File: config.mk
export PLATFORM = sky130hd
export DESIGN_NAME = pmd_ctrl
export DESIGN_NICKNAME = d
export VERILOG_FILES = /design/src/shared/pmd_pkg.sv /design/src/design/pmd_buf.sv /design/src/design/pmd_ctrl.sv
export VERILOG_INCLUDE_DIRS = /design/src /design/src/shared
export SDC_FILE = /design/constraint.sdc
export NUM_CORES = 1
export LEC_CHECK = 0
export BUFFER_PORTS_ARGS = -buffer_cell sky130_fd_sc_hd__buf_2
export CAP_MARGIN = 20
export CORE_MARGIN = 5
export CORE_UTILIZATION = 49
export DETAILED_ROUTE_END_ITERATION = 8
export GPL_TIMING_DRIVEN = 0
export PLACE_DENSITY_LB_ADDON = 0.3
export SYNTH_ARGS = -nofsm -noshare
export SYNTH_HDL_FRONTEND = slang
export SYNTH_SLANG_ARGS = --single-unit
File: constraint.sdc
create_clock -name sys_clk -period 7.35 [get_ports sys_clk]
set_input_delay 0.735 -clock sys_clk [delete_from_list [all_inputs] [get_ports sys_clk]]
set_output_delay 0.735 -clock sys_clk [all_outputs]
set_load 0.02 [all_outputs]
File: src/shared/pmd_map.svh
// Timing constants for the page-mode memory controller, as `define macros.
// Assumes a 4 ns system clock; every cycle count but PMD_INIT_CBR and PMD_PAGE_GUARD is derived from a printed time.
// Notes on behaviour
// - After power-up hold both strobes high 200 us, then eight init cycles.
// - Init uses eight column-before-row refreshes, since refresh uses the counter.
// - Row strobe falls no closer together than 140 ns.
// - Write enable stays high after the strobes rise in a read.
// - Output enable high at least 25 ns before the controller drives data.
// - Output enable low at least 10 ns before the row strobe rises.
// - Page-mode column strobe cycles repeat no faster than 53 ns.
// - Column strobe stays high at least 10 ns between page accesses.
// - Refresh column strobe falls before row strobe, held low 15 ns after.
// - Column strobe high at least 10 ns before a refresh.
// - All 512 rows are refreshed within every 64 ms.
`ifndef PMD_MAP_SVH
`define PMD_MAP_SVH
`define PMD_CLK_NS 4
`define PMD_CYC_MIN(t) (((t) <= `PMD_CLK_NS) ? 1 : \
  (((t) + `PMD_CLK_NS - 1) / `PMD_CLK_NS))
`define PMD_CYC_MAX(t) (((t) < `PMD_CLK_NS) ? 1 : ((t) / `PMD_CLK_NS))
`define PMD_T_INIT_US 200
`define PMD_INIT_CYC (`PMD_T_INIT_US * 1000 / `PMD_CLK_NS)
`define PMD_INIT_CBR 8
`define PMD_T_REF_MS 64
`define PMD_ROWS 512
`define PMD_REF_CYC (`PMD_T_REF_MS * 1000000 / `PMD_ROWS / `PMD_CLK_NS)
`define PMD_T_RC_NS 140
`define PMD_T_RP_NS 60
`define PMD_T_RAS_MIN_NS 70
`define PMD_T_RAS_MAX_NS 100000
`define PMD_T_RAH_NS 10
`define PMD_T_RCD_NS 20
`define PMD_T_CAS_NS 25
`define PMD_T_CAC_NS 25
`define PMD_T_AA_NS 43
`define PMD_T_RAC_NS 70
`define PMD_T_CPA_NS 53
`define PMD_T_PC_NS 53
`define PMD_T_CP_NS 10
`define PMD_T_CHR_NS 15
`define PMD_T_WCH_NS 15
`define PMD_T_OEA_NS 22
`define PMD_T_OED_NS 25
`define PMD_RC_CYC `PMD_CYC_MIN(`PMD_T_RC_NS)
`define PMD_RP_CYC `PMD_CYC_MIN(`PMD_T_RP_NS)
`define PMD_RAS_MIN_CYC `PMD_CYC_MIN(`PMD_T_RAS_MIN_NS)
`define PMD_RAS_MAX_CYC `PMD_CYC_MAX(`PMD_T_RAS_MAX_NS)
`define PMD_RAH_CYC `PMD_CYC_MIN(`PMD_T_RAH_NS)
`define PMD_RCD_CYC `PMD_CYC_MIN(`PMD_T_RCD_NS)
`define PMD_CAS_CYC `PMD_CYC_MIN(`PMD_T_CAS_NS)
`define PMD_CAC_CYC `PMD_CYC_MIN(`PMD_T_CAC_NS)
`define PMD_AA_CYC `PMD_CYC_MIN(`PMD_T_AA_NS)
`define PMD_RAC_CYC `PMD_CYC_MIN(`PMD_T_RAC_NS)
`define PMD_CPA_CYC `PMD_CYC_MIN(`PMD_T_CPA_NS)
`define PMD_PC_CYC `PMD_CYC_MIN(`PMD_T_PC_NS)
`define PMD_CP_CYC `PMD_CYC_MIN(`PMD_T_CP_NS)
`define PMD_CHR_CYC `PMD_CYC_MIN(`PMD_T_CHR_NS)
`define PMD_WCH_CYC `PMD_CYC_MIN(`PMD_T_WCH_NS)
`define PMD_OEA_CYC `PMD_CYC_MIN(`PMD_T_OEA_NS)
`define PMD_OED_CYC `PMD_CYC_MIN(`PMD_T_OED_NS)
`define PMD_PAGE_GUARD 64
`endif

File: src/shared/pmd_pkg.sv
// Types shared by the page-mode memory controller files.
// Assumes the timing header is compiled alongside.
package pmd_pkg;
  typedef logic [8:0] pmd_maddr_t;
  typedef logic [17:0] pmd_addr_t;
  typedef enum logic [3:0] {
    PMD_PAUSE = 4'h0,
    PMD_IDLE = 4'h1,
    PMD_TAKE = 4'h2,
    PMD_ROW = 4'h3,
    PMD_CAS = 4'h4,
    PMD_CP = 4'h5,
    PMD_PGW = 4'h6,
    PMD_CBRC = 4'h7,
    PMD_CBRR = 4'h8,
    PMD_RP = 4'h9
  } pmd_state_e;
endpackage

File: src/design/pmd_buf.sv
// Two-entry read data buffer with valid and ready on both sides.
// Assumes one clock and a synchronous active-low reset.
`timescale 1ns/100ps
module pmd_buf #(
  parameter int WIDTH = 4
) (
  input wire logic sys_clk,
  input wire logic rst_n,
  input wire logic in_valid,
  output logic in_ready,
  input wire logic [WIDTH-1:0] in_data,
  output logic out_valid,
  input wire logic out_ready,
  output logic [WIDTH-1:0] out_data
);
  logic head_v_reg, head_v_next, tail_v_reg, tail_v_next;
  logic [WIDTH-1:0] head_reg, head_next, tail_reg, tail_next;
  logic push, pop;

  // The head word drives the output; the tail catches a word during a stall.
  assign in_ready = !tail_v_reg;
  assign out_valid = head_v_reg;
  assign out_data = head_reg;
  assign push = in_valid && !tail_v_reg;
  assign pop = head_v_reg && out_ready;

  // Next contents of the two slots.
  always_comb begin
    head_v_next = head_v_reg;
    head_next = head_reg;
    tail_v_next = tail_v_reg;
    tail_next = tail_reg;
    if (pop) begin
      if (tail_v_reg) begin
        head_next = tail_reg;
        tail_v_next = 1'b0;
      end else begin
        head_v_next = push;
        head_next = in_data;
      end
    end else if (push && !head_v_reg) begin
      head_v_next = 1'b1;
      head_next = in_data;
    end else if (push) begin
      tail_v_next = 1'b1;
      tail_next = in_data;
    end
  end

  // Slot registers.
  always_ff @(posedge sys_clk) begin
    if (!rst_n) begin
      head_v_reg <= 1'b0;
      tail_v_reg <= 1'b0;
      head_reg <= '0;
      tail_reg <= '0;
    end else begin
      head_v_reg <= head_v_next;
      tail_v_reg <= tail_v_next;
      head_reg <= head_next;
      tail_reg <= tail_next;
    end
  end
endmodule

File: src/design/pmd_ctrl.sv
// Host controller for a 256K x 4 fast-page-mode dynamic memory.
// Assumes the memory pins are sampled and driven on sys_clk at 250 MHz.
`timescale 1ns/100ps
`include "pmd_map.svh"
module pmd_ctrl #(
  parameter int INIT_CYC = `PMD_INIT_CYC,
  parameter int REF_CYC = `PMD_REF_CYC,
  parameter int RAS_MAX_CYC = `PMD_RAS_MAX_CYC
) (
  input wire logic sys_clk,
  input wire logic rst_n,
  input wire logic req_valid,
  output logic req_ready,
  input wire logic req_write,
  input wire pmd_pkg::pmd_addr_t req_addr,
  input wire logic [3:0] req_wdata,
  output logic rd_valid,
  input wire logic rd_ready,
  output logic [3:0] rd_data,
  output logic init_done,
  output logic ras_n,
  output logic cas_n,
  output logic we_n,
  output logic oe_n,
  output pmd_pkg::pmd_maddr_t mux_address,
  input wire logic [3:0] data_line_i,
  output logic [3:0] data_line_o,
  output logic data_line_oe
);
  import pmd_pkg::*;

  pmd_state_e state_reg, state_next;
  logic [15:0] cnt_reg, cnt_next, ras_cnt_reg, ras_cnt_next;
  logic [15:0] ref_cnt_reg, ref_cnt_next;
  logic [7:0] col_cnt_reg, col_cnt_next, pc_cnt_reg, pc_cnt_next;
  logic [7:0] rel_cnt_reg, rel_cnt_next;
  logic [3:0] init_cnt_reg, init_cnt_next;
  logic ref_pend_reg, ref_pend_next, ref_set, ref_clr;
  logic init_done_reg, init_done_next, ready_reg, ready_next;
  logic page_reg, page_next, wr_reg, wr_next;
  logic ras_n_reg, ras_n_next, cas_n_reg, cas_n_next;
  logic we_n_reg, we_n_next, oe_n_reg, oe_n_next;
  logic dq_oe_reg, dq_oe_next;
  logic [3:0] dq_o_reg, dq_o_next, wdata_reg, wdata_next;
  pmd_addr_t addr_reg, addr_next;
  pmd_maddr_t maddr_reg, maddr_next;
  logic buf_push, buf_room, rel_ok, can_page, rd_done;

  // Read words wait here so a stalled reader loses nothing.
  pmd_buf #(.WIDTH(4)) u_buf (
    .sys_clk(sys_clk),
    .rst_n(rst_n),
    .in_valid(buf_push),
    .in_ready(buf_room),
    .in_data(data_line_i),
    .out_valid(rd_valid),
    .out_ready(rd_ready),
    .out_data(rd_data)
  );

  // Pin and handshake outputs come straight from their registers.
  assign req_ready = ready_reg;
  assign init_done = init_done_reg;
  assign ras_n = ras_n_reg;
  assign cas_n = cas_n_reg;
  assign we_n = we_n_reg;
  assign oe_n = oe_n_reg;
  assign mux_address = maddr_reg;
  assign data_line_o = dq_o_reg;
  assign data_line_oe = dq_oe_reg;

  // Bus is free for our drive once the memory has let go after a read.
  assign rel_ok = rel_cnt_reg > 8'(`PMD_OED_CYC);
  // A read needs the slowest of row, column, address and enable access.
  assign rd_done = cnt_reg > 16'(`PMD_CAC_CYC)
    && cnt_reg > 16'(`PMD_OEA_CYC)
    && ras_cnt_reg > 16'(`PMD_RAC_CYC)
    && col_cnt_reg > (page_reg ? 8'(`PMD_CPA_CYC) : 8'(`PMD_AA_CYC));
  // A waiting request to the open row may reuse it in page mode.
  assign can_page = req_valid && req_addr[17:9] == addr_reg[17:9]
    && !ref_pend_reg
    && ras_cnt_reg < 16'(RAS_MAX_CYC - `PMD_PAGE_GUARD)
    && (req_write ? rel_ok : buf_room);

  // Free-running timers and the refresh request flag.
  always_comb begin
    ref_set = 1'b0;
    ref_cnt_next = ref_cnt_reg + 16'h0001;
    if (ref_cnt_reg >= 16'(REF_CYC - 1)) begin
      ref_cnt_next = 16'h0000;
      ref_set = init_done_reg;
    end
    // A new request wins over a clear in the same cycle.
    ref_pend_next = ref_set || (ref_pend_reg && !ref_clr);
  end

  // Sequencer: strobes, address mux, data drive and access timing.
  always_comb begin
    state_next = state_reg;
    cnt_next = (cnt_reg == 16'hFFFF) ? cnt_reg : cnt_reg + 16'h0001;
    ras_cnt_next = (ras_cnt_reg == 16'hFFFF) ? ras_cnt_reg
      : ras_cnt_reg + 16'h0001;
    col_cnt_next = (col_cnt_reg == 8'hFF) ? col_cnt_reg
      : col_cnt_reg + 8'h01;
    pc_cnt_next = (pc_cnt_reg == 8'hFF) ? pc_cnt_reg : pc_cnt_reg + 8'h01;
    rel_cnt_next = (rel_cnt_reg == 8'hFF) ? rel_cnt_reg
      : rel_cnt_reg + 8'h01;
    init_cnt_next = init_cnt_reg;
    init_done_next = init_done_reg;
    ready_next = 1'b0;
    page_next = page_reg;
    wr_next = wr_reg;
    addr_next = addr_reg;
    wdata_next = wdata_reg;
    ras_n_next = ras_n_reg;
    cas_n_next = cas_n_reg;
    we_n_next = we_n_reg;
    oe_n_next = oe_n_reg;
    dq_oe_next = dq_oe_reg;
    dq_o_next = dq_o_reg;
    maddr_next = maddr_reg;
    ref_clr = 1'b0;
    buf_push = 1'b0;
    case (state_reg)
      PMD_PAUSE: begin
        if (cnt_reg >= 16'(INIT_CYC)) begin
          cnt_next = 16'h0000;
          state_next = PMD_IDLE;
        end
      end
      PMD_IDLE: begin
        if ((!init_done_reg || ref_pend_reg)
            && ras_cnt_reg > 16'(`PMD_RC_CYC)) begin
          cas_n_next = 1'b0;
          state_next = PMD_CBRC;
        end else if (req_valid && init_done_reg
            && ras_cnt_reg > 16'(`PMD_RC_CYC)
            && (req_write ? rel_ok : buf_room)) begin
          maddr_next = req_addr[17:9];
          ready_next = 1'b1;
          page_next = 1'b0;
          state_next = PMD_TAKE;
        end
      end
      PMD_TAKE: begin
        wr_next = req_write;
        addr_next = req_addr;
        wdata_next = req_wdata;
        if (req_write) begin
          we_n_next = 1'b0;
          dq_o_next = req_wdata;
          dq_oe_next = 1'b1;
        end
        cnt_next = 16'h0000;
        if (page_reg) begin
          state_next = PMD_PGW;
        end else begin
          ras_n_next = 1'b0;
          ras_cnt_next = 16'h0000;
          state_next = PMD_ROW;
        end
      end
      PMD_ROW: begin
        if (cnt_reg == 16'(`PMD_RAH_CYC)) begin
          maddr_next = addr_reg[8:0];
          col_cnt_next = 8'h00;
        end
        if (cnt_reg > 16'(`PMD_RAH_CYC)
            && cnt_reg >= 16'(`PMD_RCD_CYC)) begin
          cas_n_next = 1'b0;
          oe_n_next = wr_reg;
          pc_cnt_next = 8'h00;
          cnt_next = 16'h0000;
          state_next = PMD_CAS;
        end
      end
      PMD_CAS: begin
        if (!wr_reg && rd_done) begin
          buf_push = 1'b1;
          cas_n_next = 1'b1;
          oe_n_next = 1'b1;
          rel_cnt_next = 8'h00;
          cnt_next = 16'h0000;
          state_next = PMD_CP;
        end else if (wr_reg && cnt_reg > 16'(`PMD_CAS_CYC)
            && cnt_reg > 16'(`PMD_WCH_CYC)) begin
          cas_n_next = 1'b1;
          we_n_next = 1'b1;
          dq_oe_next = 1'b0;
          cnt_next = 16'h0000;
          state_next = PMD_CP;
        end
      end
      PMD_CP: begin
        // Write enable is never lowered here after a read.
        if (can_page) begin
          maddr_next = req_addr[8:0];
          col_cnt_next = 8'h00;
          page_next = 1'b1;
          ready_next = 1'b1;
          state_next = PMD_TAKE;
        end else if (ras_cnt_reg > 16'(`PMD_RAS_MIN_CYC)) begin
          ras_n_next = 1'b1;
          cnt_next = 16'h0000;
          state_next = PMD_RP;
        end
      end
      PMD_PGW: begin
        if (col_cnt_reg >= 8'(`PMD_CP_CYC)
            && pc_cnt_reg > 8'(`PMD_PC_CYC)) begin
          cas_n_next = 1'b0;
          oe_n_next = wr_reg;
          pc_cnt_next = 8'h00;
          cnt_next = 16'h0000;
          state_next = PMD_CAS;
        end
      end
      PMD_CBRC: begin
        ras_n_next = 1'b0;
        ras_cnt_next = 16'h0000;
        cnt_next = 16'h0000;
        state_next = PMD_CBRR;
      end
      PMD_CBRR: begin
        if (cnt_reg > 16'(`PMD_CHR_CYC)) begin
          cas_n_next = 1'b1;
        end
        if (cas_n_reg && ras_cnt_reg > 16'(`PMD_RAS_MIN_CYC)) begin
          ras_n_next = 1'b1;
          ref_clr = 1'b1;
          cnt_next = 16'h0000;
          if (!init_done_reg) begin
            init_cnt_next = init_cnt_reg + 4'h1;
          end
          state_next = PMD_RP;
        end
      end
      PMD_RP: begin
        if (cnt_reg >= 16'(`PMD_RP_CYC)) begin
          if (init_cnt_reg >= 4'(`PMD_INIT_CBR)) begin
            init_done_next = 1'b1;
          end
          state_next = PMD_IDLE;
        end
      end
      default: begin
        state_next = PMD_PAUSE;
      end
    endcase
  end

  // State registers; strobes and drive are off from reset.
  always_ff @(posedge sys_clk) begin
    if (!rst_n) begin
      state_reg <= PMD_PAUSE;
      cnt_reg <= 16'h0000;
      ras_cnt_reg <= 16'hFFFF;
      ref_cnt_reg <= 16'h0000;
      col_cnt_reg <= 8'h00;
      pc_cnt_reg <= 8'hFF;
      rel_cnt_reg <= 8'hFF;
      init_cnt_reg <= 4'h0;
      ref_pend_reg <= 1'b0;
      init_done_reg <= 1'b0;
      ready_reg <= 1'b0;
      page_reg <= 1'b0;
      wr_reg <= 1'b0;
      addr_reg <= '0;
      wdata_reg <= 4'h0;
      ras_n_reg <= 1'b1;
      cas_n_reg <= 1'b1;
      we_n_reg <= 1'b1;
      oe_n_reg <= 1'b1;
      dq_oe_reg <= 1'b0;
      dq_o_reg <= 4'h0;
      maddr_reg <= '0;
    end else begin
      state_reg <= state_next;
      cnt_reg <= cnt_next;
      ras_cnt_reg <= ras_cnt_next;
      ref_cnt_reg <= ref_cnt_next;
      col_cnt_reg <= col_cnt_next;
      pc_cnt_reg <= pc_cnt_next;
      rel_cnt_reg <= rel_cnt_next;
      init_cnt_reg <= init_cnt_next;
      ref_pend_reg <= ref_pend_next;
      init_done_reg <= init_done_next;
      ready_reg <= ready_next;
      page_reg <= page_next;
      wr_reg <= wr_next;
      addr_reg <= addr_next;
      wdata_reg <= wdata_next;
      ras_n_reg <= ras_n_next;
      cas_n_reg <= cas_n_next;
      we_n_reg <= we_n_next;
      oe_n_reg <= oe_n_next;
      dq_oe_reg <= dq_oe_next;
      dq_o_reg <= dq_o_next;
      maddr_reg <= maddr_next;
    end
  end
endmodule

# Word-level counts from Yosys, hierarchy flattened
# Cells that the tools add are included.
# Widths: inputs -> output; s select.
# op_classes
addsub	7
order_cmp	16
n_eq_ne	38
n_mux	86
n_bitwise	4
reduce_logical	53
# ops
operator	count
$mux 16	11
$pmux 16 s7	1
$mux 8	9
$mux 4	14
$add 16x1->16 const B	3
$gt 16x3->1 const B	3
$pmux 4 s10	1
$ne 2x2->1 const B	19
$mux 9	4
$mux 1	33
$eq 16x16->1 const B	2
$pmux 16 s2	1
$pmux 8 s2	2
$pmux 9 s3	1
$add 8x1->8 const B	3
$eq 8x8->1 const B	3
$logic_and 1x1->1	21
$eq 16x2->1 const B	1
$eq 4x3->1 const B	4
$ge 16x15->1 const B	1
$ge 16x16->1 const B	1
$ge 16x3->1 const B	1
$ge 16x4->1 const B	1
$gt 16x2->1 const B	1
other kinds (34)	63
# word_totals
reg_bits	131
input_bits	31
output_inout_bits	25
word_cells	229

# Depth between registers and ports, before layout
# Gate-level depths: netlist of the first run.
# depth
depth_word	11
mapped_depth	10
mapped_depth_nobuf	9

# Hierarchy
# From an unflattened synthesis of the first run, not the netlist that was laid out.
# unflattened
hier_cells	803
area_unflattened_um2	6710.2
# modules_own_cells
module	n_inst	cells_per_inst	area_per_inst_um2
pmd_ctrl	1	751	6206.0
pmd_buf	1	52	504.2

# Worst setup path before layout of the first run
# No wires, ideal clock.
# synth_timing
path_kind	flip-flop to flip-flop
start	reg cnt_reg[12]
end	reg maddr_reg[8], in the netlist mux_address[8]
setup_time_ns	0.084
arrival_ns	2.258
path_slack_ns	5.008
stages_incl_launch_ff	8
n_path_buf	1
synth_period_minus_slack_ns	2.342
cell_sequence	dfxtp_1 or4_4 or4_4 nand4bb_4 o21ai_2 nand4_4 buf_6 o31ai_2
# synth_between
elab_chain_cells	3
# synth_lines
item	line	rtl
start: declaration	pmd_ctrl.sv:33	logic [15:0] cnt_reg, cnt_next, ras_cnt_reg, ras_cnt_next;
start signal: assignment	pmd_ctrl.sv:279	cnt_reg <= cnt_next;
$eq 16x2->1	pmd_ctrl.sv:164	if (cnt_reg == 16'(`PMD_RAH_CYC)) begin
$ne 2x2->1 (no line)	n/a	
$reduce_and 5->1 (no line)	n/a	
end signal: assignment	pmd_ctrl.sv:299	maddr_reg <= maddr_next;
end: declaration	pmd_ctrl.sv:46	pmd_maddr_t maddr_reg, maddr_next;
# Every way passes these cells.
# A chain may end at the register's enable or synchronous reset.

# Worst setup path in the final report of the first run
# layout_timing
start	in req_addr[10]
end	reg ready_reg, in the netlist req_ready
# layout_between
elab_chain_cells	7
# layout_lines
item	line	rtl
start: declaration	pmd_ctrl.sv:15	input wire pmd_pkg::pmd_addr_t req_addr,
$eq 9x9->1	pmd_ctrl.sv:80	assign can_page = req_valid && req_addr[17:9] == addr_reg[17:9]
$logic_and 1x1->1	pmd_ctrl.sv:80	
$logic_and 1x1->1	pmd_ctrl.sv:81	&& !ref_pend_reg
$logic_and 1x1->1 (2 in series)	pmd_ctrl.sv:80	
$mux 1	pmd_ctrl.sv:196	if (can_page) begin
$pmux 1 s2	pmd_ctrl.sv:124	case (state_reg)
end signal: assignment	pmd_ctrl.sv:288	ready_reg <= ready_next;
end: declaration	pmd_ctrl.sv:39	logic init_done_reg, init_done_next, ready_reg, ready_next;
# Every way passes these cells.

==> run_results.csv, run 1 <==
group,metric,value,unit
floorplan,fp.dieArea,15510,um^2
timing,max_freq,344.7,MHz
final_layout,final_util,59.02,%
critical_path,reg2reg_slack,4510,ps
cts,numCtsBuffers,17,
logic_synthesis,ys_ff_latch,131,
timing,finalSetupViolCount,0,
timing,worstMarginPinSlew,943.4,ps
cts,holdBufCountCts,0,
placed_design,portBuffers,53,
logic_synthesis,synth_fp_nets,821,
drt,antenna_left,0,
timing,skew,5.521,ps
job,maxCapViolations,0,
final_layout,drive_gt1_share,13.04,%
final_layout,n_antenna_cell,0,
global_route,grt_first_pass_wirelength,24.94,mm
floorplan,io_pins,56,
placed_design,routabilityCongestion,0.9164,
floorplan,die_w,124.6,um
power_and_ir_drop,max-vdd-ir-drop,0.1906,mV
placed_design,hpwl,10.73,mm
floorplan,placeableCoreArea,12720,um^2
cts,cts_setup_buffers,0,
min_path,hold_path_class,"reg2reg",
critical_path,worstReg2RegEnd,"cnt_reg[12]",
timing,hold_viol_final,0,
outcome,outcome,"completed",
logic_synthesis,synth_warnings,0,
critical_path,cp-end-kind,"flop",
logic_synthesis,async_flop_share,0,%
logic_synthesis,synth_seq_area_share,40.79,%
timing,post-route-min-period,2901,ps
drt,avgRoutedWirePerCell,14.61,um
timing,slew_violations,0,
global_route,grt_use_total,19.34,%
cts,cts_tree,"done",
logic_synthesis,syn-instance-count,774,
cts,cts_resized,0,
min_path,hold_path_startpoint,"addr_reg[0]",
logic_synthesis,ys_types,65,
critical_path,worstPathArrival,3140,ps
timing,slew_headroom,36.97,%
floorplan,initial_core_util,50.54,%
critical_path,reg2reg_from,"pc_cnt_reg[0]",
power_and_ir_drop,power_leakage,0.002911,uW
critical_path,crit_type,"in2reg",
logic_synthesis,syn_avg_cell_area,8.307,um^2
drt,routed_via_density,5.495,
final_layout,largest_register_ffs,18,
final_layout,multi_input_area,3575,um^2
global_route,antenna_found_initial,0,
timing,rsz0062_at_grt,"false",
final_layout,register_area,2623,um^2
drt,drc,0,
logic_synthesis,synth-edff-count,0,
min_path,holdPathStages,2,
global_route,grt_pass1_vias,5228,
power_and_ir_drop,power_density,299.3,nW/um^2
cts,htree_levels,4,
cts,clock-sinks,131,
critical_path,rr_worst_depth,10,
final_layout,nets,893,
logic_synthesis,synth_flop_cell,"dfxtp_1",
drt,vias,5665,
global_route,overflow,0,
min_path,hold_path_end,"addr_reg[0]",
drt,firstDrtPassIters,6,
floorplan,die_y,124.6,um
cts,cts_root_buf,"clkbuf_16",
timing,period_share,39.47,%
drt,routed_wl,15.06,mm
final_layout,area_delta_synth_final,16.77,%
final_layout,fillers,1189,
critical_path,crit_fanout,3,
global_route,grt_max_degree,17,
drt,drt_iter0_markers,447,
logic_synthesis,mappedNetlistArea,6430,um^2
cts,clkLatencyLatePin,430,ps
cts,clock_path_buffers,2,
critical_path,cp-start-kind,"input port",
floorplan,num_rows,41,
critical_path,required,7590,ps
timing,fin_tns_setup,0,ps
cts,clk_pin_slew,50,ps
power breakdown:
| group | leakage, uW | internal, uW | switching, uW |
|---|---|---|---|
| clock | 0.000286 | 526 | 317 |
| sequential | 0.00106 | 790 | 92.8 |
| combinational | 0.00156 | 225 | 296 |
| total | 0.00291 | 1540 | 705 |
critical path: stages:
cell and delay [ps]:
buf_2 120, xor2_1 140, nor4_1 470, nand4_1 200
or2_2 340, or3_1 350, a2111oi_0 770
cell usage in the layout (no fill, tap or decap), drive strengths merged, types with 7 or more instances in the layout:
| cell type | synthesis | layout |
|---|---|---|
| a211oi | 9 | 9 |
| a21oi | 47 | 47 |
| a22o | 11 | 11 |
| and3 | 12 | 12 |
| buf | 7 | 60 |
| clkbuf | 24 | 45 |
| dfxtp | 131 | 131 |
| ha | 16 | 16 |
| inv | 19 | 20 |
| mux2i | 18 | 18 |
| nand2 | 90 | 90 |
| nand3 | 46 | 46 |
| nand4 | 20 | 20 |
| nor2 | 88 | 88 |
| nor2b | 7 | 7 |
| nor3 | 23 | 23 |
| nor4 | 11 | 11 |
| o21ai | 57 | 57 |
| o31ai | 13 | 13 |
| or3 | 10 | 10 |
| xnor2 | 27 | 27 |
| xor2 | 31 | 31 |
through the flow:
stage	hold slack (ps)	instances	instance area [um^2]	power (uW)	setup slack [ps]
detailed placement	447.0	999	6910	1411	4076
global route	469.8	1031	7508	2376	4301
CTS	454.4	1031	7508	2256	4508
floorplan	436.6	774	6430	1291	5008
global placement	441.5	999	6910	1403	4081
finish	454.4	1031	7508	2247	4449
cell type report:
class | count | share of cell area (%)
Multi-Input combinational cell | 593 | 47.61
Sequential cell | 131 | 34.93
Clock inverter | 11 | 1.700
Clock buffer | 21 | 6.266
Tap cell | 172 | 2.866
Buffer | 31 | 2.150
Timing Repair Buffer | 53 | 3.533
Inverter | 19 | 0.9498
cell usage after synthesis (8+ instances only):
cell type  number  area share, %
nand4_1        19            1.8
nor2_1         87            5.1
xnor2_1        27            3.7
a211oi_1        8           0.93
nor4_1         11            1.1
inv_1          18            1.1
clkbuf_1       23            1.3
xor2_1         31            4.2
nand3_1        46            3.6
nand2_1        90            5.3
o21ai_0        55            4.3
a21oi_1        47            3.7
o31ai_1        11            1.3
nor3_1         23            1.8
ha_1           16            3.1
a22o_1         11            1.5
or3_1          10           0.97
dfxtp_1       131             41
and3_1          9           0.88
mux2i_1        18            2.8
how the worst max path moves through the flow:
stage,end,start,depth (start not counted)
2_1_floorplan,mux_address[8],cnt_reg[12],7
3_3_place_gp,req_ready,req_addr[10],7
3_5_place_dp,req_ready,req_addr[10],7
4_1_cts,req_ready,req_addr[10],7
5_1_grt,cnt_reg[12],pc_cnt_reg[0],10
6_report,req_ready,req_addr[10],7
cell families (layout without fill, tap and decap cells):
family	after synthesis	after routing	synth area share [%]
buf+inv	50	135	3.619
fa+ha+maj	16	16	3.113
other cells	1	1	0.05832
mux	18	18	2.802
flops	131	131	40.79
simple gates	339	339	26.15
compound gates	161	161	15.57
xor+xnor	58	58	7.900
routing by layer:
layer / wire length, um / up-vias / track usage, %
met4: 188 / 0 / 6.190
met3: 817 / 21 / 5.532
met1: 7225 / 2617 / 25.53
li1: - / 2887 / -
met5: 0 / - / 0
met2: 6832 / 140 / 30.57
Note: power is estimated with default switching activity, not from simulation.
==> run 2, diff against run 1 <==
- clock period: 7.35 -> 2.9 ns (I/O delays scaled with it)
==> run_results.csv, run 2 (synthesis gave the netlist of run 1 again) <==
group,metric,value,unit
power_and_ir_drop,max-vdd-ir-drop,0.4855,mV
final_layout,nets,893,
placed_design,portBuffers,53,
power_and_ir_drop,clkPwrFrac,37.4,%
final_layout,area_delta_synth_final,16.93,%
power_and_ir_drop,pwr-share-seq,39.3,%
critical_path,required,3150,ps
critical_path,cp-start-kind,"flop",
floorplan,fp.dieArea,15510,um^2
floorplan,initial_core_util,50.54,%
drt,avgRoutedWirePerCell,14.63,um
final_layout,largest_register_ffs,18,
global_route,overflow,0,
final_layout,drive_gt1_share,13.04,%
power_and_ir_drop,p_total,5696,uW
critical_path,worstPathArrival,2940,ps
timing,rsz0062_at_grt,"false",
drt,drt_iter0_markers,470,
placed_design,routabilityCongestion,0.9164,
timing,post-route-min-period,2688,ps
global_route,grt_first_pass_wirelength,24.94,mm
timing,slew_violations,0,
timing,slew_headroom,37.19,%
global_route,grt_pass1_vias,5228,
cts,cts_root_buf,"clkbuf_16",
timing,max_freq,372.0,MHz
cts,clk_pin_slew,60,ps
drt,drc,0,
cts,htree_levels,4,
critical_path,path_cells,"nor4_1 > a211oi_1 > or2_2 > or3_1 > a2111oi_1",
final_layout,layout_common_cells,"dfxtp_1, nand2_1, nor2_1, o21ai_0, buf_2",
cts,clock-sinks,131,
power_and_ir_drop,power_density,757.6,nW/um^2
drt,vias,5651,
timing,fin_ws,211.5,ps
cts,clkLatencyLatePin,420,ps
floorplan,num_rows,41,
job,maxCapViolations,0,
global_route,grt_max_degree,17,
placed_design,hpwl,10.73,mm
power_and_ir_drop,p_sw_share,31.35,%
placed_design,place_ws,71.29,ps
timing,period_share,92.71,%
critical_path,crit_type,"reg2reg",
cts,holdBufCountCts,0,
timing,worstMarginPinSlew,940.1,ps
cts,cts_tree,"done",
drt,firstDrtPassIters,5,
drt,antenna_left,0,
timing,finalSetupViolCount,0,
final_layout,n_antenna_cell,0,
floorplan,placeableCoreArea,12720,um^2
min_path,hold_path_class,"in2reg",
critical_path,crit_fanout,4,
floorplan,die_w,124.6,um
drt,routed_wl,15.08,mm
floorplan,io_pins,56,
cts,cts_setup_buffers,0,
critical_path,cp-end-kind,"flop",
final_layout,final_common_cell,"dfxtp_1",
power_and_ir_drop,power_leakage,0.002912,uW
floorplan,die_y,124.6,um
global_route,grt_use_total,19.34,%
power_and_ir_drop,p_int,3910,uW
cts,numCtsBuffers,17,
drt,routed_via_density,5.481,
critical_path,max_stage_delay,630,ps
power_and_ir_drop,power_switching,1786,uW
critical_path,slowest_stage,"a2111oi_1",
timing,skew,5.326,ps
cts,clock_path_buffers,2,
power_and_ir_drop,p_comb_share,23.3,%
timing,fin_tns_setup,0,ps
timing,hold_viol_final,0,
global_route,antenna_found_initial,0,
outcome,outcome,"completed",
run 2: cell type report:
type	instances	area (um^2)
Fill cell	1187	5204
Multi-Input combinational cell	593	3585
Buffer	31	161.4
Sequential cell	131	2623
Tap cell	172	215.2
Timing Repair Buffer	53	265.3
Inverter	19	71.32
Clock buffer	21	470.5
Clock inverter	11	127.6
run 2: stage by stage:
stage               hold WS, ps  cells  area, um^2  util [%]
CTS                       102.2   1031        7508     59.02
finish                    114.5   1031        7518     59.10
global placement          441.5    999        6910     54.32
floorplan                 389.0    774        6430         -
global route              119.2   1031        7518     59.10
detailed placement        447.0    999        6910     54.32
run 2: routing by layer:
layer	track usage, %	up-vias	part of all wire [%]
met5	0	-	0
met4	6.190	0	1.3
met3	5.532	23	5.5
met2	30.57	130	45
met1	25.53	2607	48
li1	-	2891	-
run 2: worst max-delay path: cells and delay by family (launching register included):
family,cells,cell delay (ps)
AO/OA/AOI/OAI,2,860
flip-flops,1,340
AND/OR/NAND/NOR,3,1320
run 2: what timing repair did:
action | 4_1_cts | 5_1_grt
gates resized for setup | 0 | 2
endpoints found under the hold margin | 0 | 0
setup endpoints to repair | 0 | 14
run 2: final timing paths:
kind	startpoint	end	slack, ps	cells past startpoint
worst min-delay path	req_addr[6]	addr_reg[6]	110	3
worst max-delay path	ras_cnt_reg[11]	req_ready	210	5
worst min register to register	addr_reg[0]	addr_reg[0]	450	2
worst max register to register	ras_cnt_reg[11]	req_ready	210	5
run 2: power by group through the flow:
stage / clock network [uW] / logic (uW) / registers (uW)
3_5_place_dp: 0 / 1310 / 2270
6_report: 2130 / 1330 / 2240
5_1_grt: 2260 / 1510 / 2270
3_3_place_gp: 0 / 1290 / 2260
4_1_cts: 2170 / 1320 / 2230
2_1_floorplan: 0 / 1020 / 2250
